<file path="config.mk">
export PLATFORM = sky130hd
export DESIGN_NAME = sleep_clock_gate
export DESIGN_NICKNAME = d
export VERILOG_FILES = /design/src/design/clock_gate_cell.v /design/src/design/sleep_clock_gate.v
export VERILOG_INCLUDE_DIRS = /design/src /design/src/design
export SDC_FILE = /design/constraint.sdc
export NUM_CORES = 1
export LEC_CHECK = 0
export BUFFER_PORTS_ARGS = -buffer_cell sky130_fd_sc_hd__buf_4
export CAP_MARGIN = 20
export CELL_PAD_IN_SITES_DETAIL_PLACEMENT = 1
export CELL_PAD_IN_SITES_GLOBAL_PLACEMENT = 1
export CORE_ASPECT_RATIO = 0.8
export CORE_MARGIN = 2
export CORE_UTILIZATION = 30
export CTS_BUF_LIST = sky130_fd_sc_hd__clkbuf_2
export DETAILED_ROUTE_END_ITERATION = 10
export HOLD_SLACK_MARGIN = 0.15
export PLACE_DENSITY = 0.91
export SLEW_MARGIN = 25
export SYNTH_ARGS = -nofsm -noshare
export SYNTH_HDL_FRONTEND = slang
export SYNTH_SLANG_ARGS = --single-unit
</file>
<file path="constraint.sdc">
create_clock -name CLK -period 2.1 [get_ports CLK]
set_clock_uncertainty 0.1 [all_clocks]
set_input_delay 0.21 -clock CLK [delete_from_list [all_inputs] [get_ports CLK]]
set_output_delay 0.21 -clock CLK [all_outputs]
set_load 0.02 [all_outputs]
</file>
<file path="src/design/sleep_clock_gate_defs.vh">
// Purpose: Offsets, field positions, reset values and codes for the
//          sleep-mode clock gating register block.
// Assumes: 32-bit APB data, 12-bit byte address inside the block.
// Notes:   Definitions only; included by its bare name.
`ifndef SLEEP_CLOCK_GATE_DEFS_VH
`define SLEEP_CLOCK_GATE_DEFS_VH

// =====================================================================
// Address map
`define SCG_ADDR_W        12
`define SCG_OFF_SLEEP     12'h110
`define SCG_OFF_STATUS    12'h114
`define SCG_OFF_FAULT     12'h118

// =====================================================================
// Sleep gating register fields
`define SCG_RESET         32'h0000_0040
`define SCG_FIXED_MASK    32'h0000_0040
`define SCG_BIT_WDOG      3
`define SCG_BIT_RATE_LO   8
`define SCG_BIT_RATE_HI   9
`define SCG_BIT_ADC       16
`define SCG_BIT_PWM       20

// =====================================================================
// Sample-rate codes
`define SCG_RATE_125K     2'h0
`define SCG_RATE_250K     2'h1
`define SCG_RATE_500K     2'h2

// =====================================================================
// Unit indices in the three-bit enable vectors
`define SCG_UNITS         3
`define SCG_UNIT_WDOG     0
`define SCG_UNIT_ADC      1
`define SCG_UNIT_PWM      2

// =====================================================================
// Status register layout
`define SCG_ST_EN_LO      0
`define SCG_ST_MODE_LO    4
`define SCG_ST_ACG        8

`endif

</file>
<file path="src/design/clock_gate_cell.v">
// Purpose: Glitch-free gating of one unit clock.
// Assumes: EN comes from a flop clocked on the rising edge of CLK.
// Notes:   Enable is retimed on the falling edge, so the gated clock
//          never shows a shortened high pulse.
`timescale 1ns/1ps

module clock_gate_cell (
    input  wire CLK,
    input  wire RSTN,
    input  wire EN,
    output wire GCLK
);

    reg en_low_r;

    // =================================================================
    // Enable retime
    // Low phase sampling keeps a change off the high half of CLK
    always @(negedge CLK or negedge RSTN) begin
        if (!RSTN) begin
            en_low_r <= 1'b0;
        end else begin
            en_low_r <= EN;
        end
    end

    assign GCLK = CLK & en_low_r;

endmodule

</file>
<file path="src/design/sleep_clock_gate.v">
// Purpose: Sleep-mode clock gating register with APB access, unit clock
//          gates and bus-fault flags for accesses to gated units.
// Assumes: Mode requests, run and deep-sleep enables, auto gating select
//          and unit selects come from logic on CLK.
// Notes:   Zero wait states; unmapped addresses answer with PSLVERR.
// Contract
// - Set bit clocks unit, clear stops it
// - Access to gated unit raises bus fault
// - Enables reset cleared, units start disabled
// - Whole register reads 0x00000040 after reset
// - Register governs unit clocks in Sleep only
// - Sleep settings apply only with auto gating; ADC_RATE follows bits 9:8 regardless of mode and auto gating
// - Bit 16 enables ADC clock in Sleep
// - Bit 20 enables PWM clock in Sleep
// - Bit 3 enables watchdog clock in Sleep
// - Bits 9:8 select ADC sample rate
// - Reserved bits read-only, read as zero except bit 6, which reads as one
`timescale 1ns/1ps
`include "sleep_clock_gate_defs.vh"

module sleep_clock_gate #(
    parameter [1:0] MAX_RATE = `SCG_RATE_500K
) (
    input  wire                    CLK,
    input  wire                    RSTN,
    input  wire                    PSEL,
    input  wire                    PENABLE,
    input  wire                    PWRITE,
    input  wire [`SCG_ADDR_W-1:0]  PADDR,
    input  wire [31:0]             PWDATA,
    input  wire [3:0]              PSTRB,
    output wire [31:0]             PRDATA,
    output wire                    PREADY,
    output wire                    PSLVERR,
    input  wire                    SLEEP_REQ,
    input  wire                    DEEP_SLEEP_REQ,
    input  wire                    AUTO_CLOCK_GATING_SELECT,
    input  wire [`SCG_UNITS-1:0]   RUN_CLOCK_GATE_EN,
    input  wire [`SCG_UNITS-1:0]   DEEP_SLEEP_CLOCK_GATE_EN,
    input  wire [`SCG_UNITS-1:0]   UNIT_SEL,
    output wire [`SCG_UNITS-1:0]   UNIT_FAULT,
    output wire [`SCG_UNITS-1:0]   UNIT_CLK_EN,
    output wire                    WATCHDOG_CLK,
    output wire                    ADC_CLK,
    output wire                    PWM_CLK,
    output wire [1:0]              ADC_RATE
);

    // =================================================================
    // Power modes, one-hot
    localparam [2:0] MODE_RUN   = 3'h1;
    localparam [2:0] MODE_SLEEP = 3'h2;
    localparam [2:0] MODE_DEEP  = 3'h4;

    // =================================================================
    // Declarations
    reg                   watchdog_clock_enable_r;
    reg                   adc_en_r;
    reg                   pwm_en_r;
    reg  [1:0]            rate_r;
    reg  [2:0]            mode_r;
    reg  [2:0]            mode_nxt;
    reg  [`SCG_UNITS-1:0] gate_en_r;
    reg  [`SCG_UNITS-1:0] gate_en_nxt;
    reg  [`SCG_UNITS-1:0] fault_r;
    reg  [31:0]           prdata_r;
    reg  [31:0]           rd_word;

    wire                  setup_ph;
    wire                  access_ph;
    wire                  hit_sleep;
    wire                  hit_status;
    wire                  hit_fault;
    wire                  addr_ok;
    wire                  wr_sleep;
    wire                  wr_fault;
    wire [`SCG_UNITS-1:0] sleep_bits;
    wire [`SCG_UNITS-1:0] fault_hit;
    wire [`SCG_UNITS-1:0] gclk;
    wire [31:0]           sleep_word;
    wire [31:0]           status_word;
    wire [31:0]           fault_word;

    // =================================================================
    // Helpers
    // Hardware guard: a code above the device maximum is held at it
    function [1:0] clamp_rate;
        input [1:0] req;
        begin
            clamp_rate = (req > MAX_RATE) ? MAX_RATE : req;
        end
    endfunction

    // Auto gating decides whether a low-power register is honoured
    function [`SCG_UNITS-1:0] pick_en;
        input [`SCG_UNITS-1:0] low_pwr;
        input [`SCG_UNITS-1:0] run;
        input                  auto_clock_gating_select;
        begin
            pick_en = auto_clock_gating_select ? low_pwr : run;
        end
    endfunction

    // Place a field at a bit position in a zero word
    function [31:0] place;
        input [1:0] val;
        input integer pos;
        begin
            place = {30'h0000_0000, val} << pos;
        end
    endfunction

    // =================================================================
    // APB decode
    assign setup_ph   = PSEL & ~PENABLE;
    assign access_ph  = PSEL & PENABLE;
    assign hit_sleep  = (PADDR == `SCG_OFF_SLEEP);
    assign hit_status = (PADDR == `SCG_OFF_STATUS);
    assign hit_fault  = (PADDR == `SCG_OFF_FAULT);
    assign addr_ok    = hit_sleep | hit_status | hit_fault;
    assign wr_sleep   = access_ph & PWRITE & hit_sleep;
    assign wr_fault   = access_ph & PWRITE & hit_fault;

    // Never stalls, so the master sees one access cycle
    assign PREADY     = 1'b1;
    assign PSLVERR    = access_ph & ~addr_ok;
    assign PRDATA     = prdata_r;

    // =================================================================
    // Read words
    // reserved read zero, fixed bit 6 reads one
    assign sleep_word = `SCG_FIXED_MASK
        | place({1'b0, watchdog_clock_enable_r}, `SCG_BIT_WDOG)
        | place(rate_r, `SCG_BIT_RATE_LO)
        | place({1'b0, adc_en_r}, `SCG_BIT_ADC)
        | place({1'b0, pwm_en_r}, `SCG_BIT_PWM);

    assign status_word = {29'h0000_0000, gate_en_r}
        | ({29'h0000_0000, mode_r} << `SCG_ST_MODE_LO)
        | ({31'h0000_0000, AUTO_CLOCK_GATING_SELECT} << `SCG_ST_ACG);

    assign fault_word  = {29'h0000_0000, fault_r};

    always @* begin
        rd_word = 32'h0000_0000;
        if (hit_sleep) begin
            rd_word = sleep_word;
        end else if (hit_status) begin
            rd_word = status_word;
        end else if (hit_fault) begin
            rd_word = fault_word;
        end
    end

    // Read data is caught in the setup cycle so PRDATA is a flop
    always @(posedge CLK or negedge RSTN) begin
        if (!RSTN) begin
            prdata_r <= 32'h0000_0000;
        end else if (setup_ph && !PWRITE) begin
            prdata_r <= rd_word;
        end
    end

    // =================================================================
    // Sleep gating register
    // enables reset cleared
    always @(posedge CLK or negedge RSTN) begin
        if (!RSTN) begin
            watchdog_clock_enable_r <= 1'b0;
            adc_en_r                <= 1'b0;
            pwm_en_r                <= 1'b0;
            rate_r                  <= `SCG_RATE_125K;
        end else if (wr_sleep) begin
            if (PSTRB[`SCG_BIT_WDOG / 8]) begin
                watchdog_clock_enable_r <= PWDATA[`SCG_BIT_WDOG];
            end
            if (PSTRB[`SCG_BIT_RATE_LO / 8]) begin
                rate_r <= clamp_rate(
                    PWDATA[`SCG_BIT_RATE_HI:`SCG_BIT_RATE_LO]);
            end
            if (PSTRB[`SCG_BIT_ADC / 8]) begin
                adc_en_r <= PWDATA[`SCG_BIT_ADC];
            end
            if (PSTRB[`SCG_BIT_PWM / 8]) begin
                pwm_en_r <= PWDATA[`SCG_BIT_PWM];
            end
        end
    end

    assign sleep_bits[`SCG_UNIT_WDOG] = watchdog_clock_enable_r;
    assign sleep_bits[`SCG_UNIT_ADC]  = adc_en_r;
    assign sleep_bits[`SCG_UNIT_PWM]  = pwm_en_r;
    assign ADC_RATE                   = rate_r;

    // =================================================================
    // Power mode tracking
    // Deep sleep wins when both requests stand
    always @* begin
        case (mode_r)
            MODE_RUN, MODE_SLEEP, MODE_DEEP: begin
                if (DEEP_SLEEP_REQ) begin
                    mode_nxt = MODE_DEEP;
                end else if (SLEEP_REQ) begin
                    mode_nxt = MODE_SLEEP;
                end else begin
                    mode_nxt = MODE_RUN;
                end
            end
            default: begin
                mode_nxt = MODE_RUN;
            end
        endcase
    end

    always @(posedge CLK or negedge RSTN) begin
        if (!RSTN) begin
            mode_r <= MODE_RUN;
        end else begin
            mode_r <= mode_nxt;
        end
    end

    // =================================================================
    // Effective unit enables
    // sleep register in Sleep only
    always @* begin
        case (mode_r)
            MODE_RUN: begin
                gate_en_nxt = RUN_CLOCK_GATE_EN;
            end
            MODE_SLEEP: begin
                gate_en_nxt = pick_en(sleep_bits, RUN_CLOCK_GATE_EN,
                                      AUTO_CLOCK_GATING_SELECT);
            end
            MODE_DEEP: begin
                gate_en_nxt = pick_en(DEEP_SLEEP_CLOCK_GATE_EN,
                                      RUN_CLOCK_GATE_EN,
                                      AUTO_CLOCK_GATING_SELECT);
            end
            default: begin
                gate_en_nxt = {`SCG_UNITS{1'b0}};
            end
        endcase
    end

    // Registered so the gate cells see a clean rising-edge enable
    always @(posedge CLK or negedge RSTN) begin
        if (!RSTN) begin
            gate_en_r <= {`SCG_UNITS{1'b0}};
        end else begin
            gate_en_r <= gate_en_nxt;
        end
    end

    assign UNIT_CLK_EN = gate_en_r;

    // =================================================================
    // Unit clock gates
    // clock only when enabled
    genvar u;
    generate
        for (u = 0; u < `SCG_UNITS; u = u + 1) begin : g_gate
            clock_gate_cell u_gate (
                .CLK  (CLK),
                .RSTN (RSTN),
                .EN   (gate_en_r[u]),
                .GCLK (gclk[u])
            );
        end
    endgenerate

    assign WATCHDOG_CLK = gclk[`SCG_UNIT_WDOG];
    assign ADC_CLK      = gclk[`SCG_UNIT_ADC];
    assign PWM_CLK      = gclk[`SCG_UNIT_PWM];

    // =================================================================
    // Bus fault for gated units
    // fault on gated access
    assign fault_hit  = UNIT_SEL & ~gate_en_r;
    assign UNIT_FAULT = fault_hit;

    // Sticky record, write one to clear; a new fault beats the clear
    always @(posedge CLK or negedge RSTN) begin
        if (!RSTN) begin
            fault_r <= {`SCG_UNITS{1'b0}};
        end else if (wr_fault && PSTRB[0]) begin
            fault_r <= (fault_r & ~PWDATA[`SCG_UNITS-1:0]) | fault_hit;
        end else begin
            fault_r <= fault_r | fault_hit;
        end
    end

endmodule

</file>
Yosys cells after proc, flatten, opt, wreduce, memory -nomap -nowiden
Cells that the tools add are included.
- order comparisons: 1
- equality and inequality tests: 6
- multiplexer cells: 11
- bitwise gates (word level): 24
- reductions and logical operators: 7
- operator list (kind ; count):
    $eq 12x9->1 const B ; 3
    $mux 21 ; 1
    $or 17x21->21 ; 1
    $mux 3 ; 6
    $or 10x17->17 ; 1
    $or 7x10->10 ; 1
    $and 1x1->1 ; 9
    $mux 9 ; 1
    $or 7x9->9 ; 1
    $pmux 3 s3 ; 1
    $or 3x7->7 ; 1
    $and 3x3->3 ; 2
    $not 3->3 ; 2
    $or 3x3->3 ; 2
    $reduce_and 2->1 ; 3
    $mux 2 ; 2
    $eq 3x1->1 const B ; 1
    $eq 3x2->1 const B ; 1
    $eq 3x3->1 const B ; 1
    $reduce_or 3->1 ; 1
    $gt 2x2->1 const B ; 1
    $logic_and 1x1->1 ; 2
    $not 1->1 ; 2
    $or 1x1->1 ; 2
    $logic_not 1->1 ; 1
- register bits after elaboration: 49
- input bits: 65
- output and inout port bits: 45
- logic and storage cells: 60

Longest topological paths before layout
- word-level depth: 5
- depth in mapped cells: 6
- depth with buffers taken out: 4

Hierarchy
Synthesis repeated with hierarchy kept, for this count alone.
- cells, all modules: 158
- area total of the unflattened synthesis: 1590.3 um^2
- modules (own cells, without submodules) (module ; times used ; cells each ; area each (um^2) ; sequential area each (um^2)):
    sleep_clock_gate ; 1 ; 152 ; 1496.4 ; 626.9
    clock_gate_cell ; 3 ; 2 ; 31.3 ; 25.0

==> impl_metrics.csv <==
group,metric,value,unit
clocking,clkTransAtPathRegs,240,ps
yosys,synth_area_leaders,"sky130_fd_sc_hd__dfrtp_1 39%, sky130_fd_sc_hd__buf_4 12%, sky130_fd_sc_hd__dfrtn_1 4.9%",
critical_path,critical_path_required,1790,ps
yosys,yosys_register_bits,28,
yosys,synth_enable_flop_cells,0,
routing,detail_route.drc_violations,0,
timing,setup-violations-final,6,
placement,placement.cell_area,2020,um^2
yosys,ys_types,40,
yosys,postSynthAreaPerCell,10.8,um^2
timing,finalHoldViolCount,0,
outcome,failed_checks,"negative setup slack",
layout,regArea,702,um^2
grt,grt_overflow,0,
yosys,synth_top_area_cell,"sky130_fd_sc_hd__dfrtp_1",
yosys,sequential_to_total_area_share_from_yosys_stat,0.455,
grt,antenna_found_initial,0,
critical_path,critical_path_class,"register to primary output",
yosys,cell_count_after_synthesis,143,
grt,grt_util_all_layers,0.159,
grt,grt_start_max_net_pins,21,
layout,multi_input_logic_area,714,um^2
timing,rsz0062_at_grt,"true",
routing,ant_nets,0,
pwr,p_leak,1.21,nW
yosys,dominantRegCellSynth,"sky130_fd_sc_hd__dfrtp_1",
grt,via_count_of_the_first_global_routing_pass,1474,
layout,layout-drive-gt1-share,0.437,
placement,dp.final_hpwl,3.06,mm
yosys,synthTopCellsByCount,"25 x sky130_fd_sc_hd__buf_4, 24 x sky130_fd_sc_hd__dfrtp_1, 7 x sky130_fd_sc_hd__nand2_1",
outcome,status,"finished, violations left",
clocking,clk_latency,440,ps
layout,num-fill-cells,562,
critical_path,worst-path-max-fanout,1,
clocking,clock_tree_from_tritoncts,"done",
placement,routabilityCongestion,0.751,
routing,via_count,1398,
yosys,synth-async-reset-ratio,1.00,
floorplanning,num_io_pins,110,
critical_path,cp_data_arrival_time,2140,ps
routing,avgViaCountPerCell,4.52,
routing,wirelength,4.47,mm
layout,stdcell_area,2450,um^2
hold_path,hp-start,"DEEP_SLEEP_CLOCK_GATE_EN[1]",
yosys,synth.yosys.warnings,0,
layout,stdcell_count,309,
layout,final_antenna_diode_count,0,
yosys,synth_most_common_cell,"sky130_fd_sc_hd__buf_4",
floorplanning,fp.coreArea,4980,um^2
floorplanning,initial_standard_cell_utilization_of_the_core,0.310,
yosys,synth_top_area_frac,0.389,
yosys,synthesis.area,1540,um^2
layout,flow.area_growth_from_synthesis,59.1,%
critical_path,crit_start,"g_gate[2].u_gate.en_low_r",
hold_path,worstHoldPathType,"input port to register",
routing,iteration_0_drc_markers,63,
layout,nNetsFinal,312,
pwr,vdd_drop_max,0.569,mV
critical_path,startpoint_class_of_the_critical_path,"register",
floorplanning,dieArea,5740,um^2
placement,placement.io_buffers,62,
placement,placed_cells_incl_taps,266,
floorplanning,die-height,68.1,um
grt,grt_pass1_wl,6.83,mm
critical_path,rr_startpoint,"mode_r[2]",
floorplanning,rows,23,
job,maxCapViolCount,0,
placement,place_worst_setup_slack,-72.1,ps
routing,routed_wire_length_per_instance,14.5,um
critical_path,critical_path.endpoint_type,"primary output",
critical_path,rrSetupSlack,210,ps
timing,slew_viol_final,0,
timing,worst_slack,-350,ps
floorplanning,die_w,84.2,um
pwr,power.density_cell_area,726,nW/um^2
routing,detail_route.first_pass.iterations,4,
what timing repair did:
action / 4_1_cts / 5_1_grt
hold buffers: 29 / 3
resized for setup: 6 / 2
pin swaps: 3 / 3
setup buffers: 1 / 1
endpoints found under the hold margin: 43 / 17
endpoints found under the setup margin: 7 / 7
report_power, final:
part	switching (mW)	leakage [nW]	internal, mW
Combinational	0.230	0.769	0.260
Clock	0.267	0.0791	0.312
Sequential	0.0890	0.359	0.622
Total	0.587	1.21	1.19
worst max-delay path, stage by stage (launching register included):
cell and delay (ps):
sky130_fd_sc_hd__dfrtn_1 450, sky130_fd_sc_hd__and2_4 140, sky130_fd_sc_hd__buf_6 110
area by class of cell:
class                      instances  share of cell area
inverter                           2             0.00306
timing repair buffer             102               0.346
clock inverter                     1              0.0122
sequential                        28               0.286
tap                               62              0.0316
clock buffer                      11              0.0301
multi-input combinational        103               0.291
layer usage:
metal	vias up	global-route usage	wire length (um)
met3	2	0.0663	335
met2	61	0.265	2290
met4	0	0.0645	16
met1	666	0.184	1830
met5	-	0	0
li1	669	-	-
sequential cells by signal (all words and copies together), names as in the netlist:
name                     flops
mode_r                       3
fault_r                      3
adc_en_r                     1
ADC_RATE                     2
watchdog_clock_enable_r      1
UNIT_CLK_EN                  3
g_gate.u_gate.en_low_r       3
PRDATA                      11
pwm_en_r                     1
metrics by stage:
stage / util / TNS, ps / total power, mW / hold WS (ps)
finish: 0.493 / -1010 / 1.78 / 165
global route: 0.493 / -1200 / 1.88 / 164
CTS: 0.484 / -1040 / 1.78 / 159
detailed placement: 0.406 / -445 / 1.21 / -66.7
global placement: 0.406 / -294 / 1.20 / -66.6
floorplan: - / 0 / 1.06 / -186
final timing paths:
check	to	depth (start not counted)
setup reg to reg	UNIT_CLK_EN[0]	3
setup / recovery	PWM_CLK	2
max in group asynchronous	g_gate[0].u_gate.en_low_r	3
hold / removal	UNIT_CLK_EN[1]	4
hold reg to reg	fault_r[2]	1
min in group asynchronous	mode_r[1]	4
cell families after synthesis:
| kind of cell | synth area share |
|---|---|
| xor gates and xnor gates | 0.00568 |
| buffers and inverters | 0.139 |
| and+or+nand+nor | 0.213 |
| muxes | 0.0633 |
| DFF | 0.455 |
| AOI/OAI and AO/OA | 0.119 |
| other | 0.00487 |
placed cells by master, fill, tap and decap left out, drive strengths merged, types with 4 or more instances in the layout:
| cell | Yosys | final |
|---|---|---|
| and2 | 7 | 7 |
| buf | 25 | 73 |
| nor2b | 5 | 5 |
| clkbuf | 5 | 8 |
| nor4 | 5 | 5 |
| conb | 2 | 22 |
| a21o | 5 | 5 |
| dlygate4sd3 | 0 | 32 |
| dfrtp | 24 | 24 |
| nand2 | 7 | 7 |
| a22o | 6 | 6 |
| mux2 | 6 | 6 |
| or2 | 4 | 4 |
(Power assumes the default switching activity.)
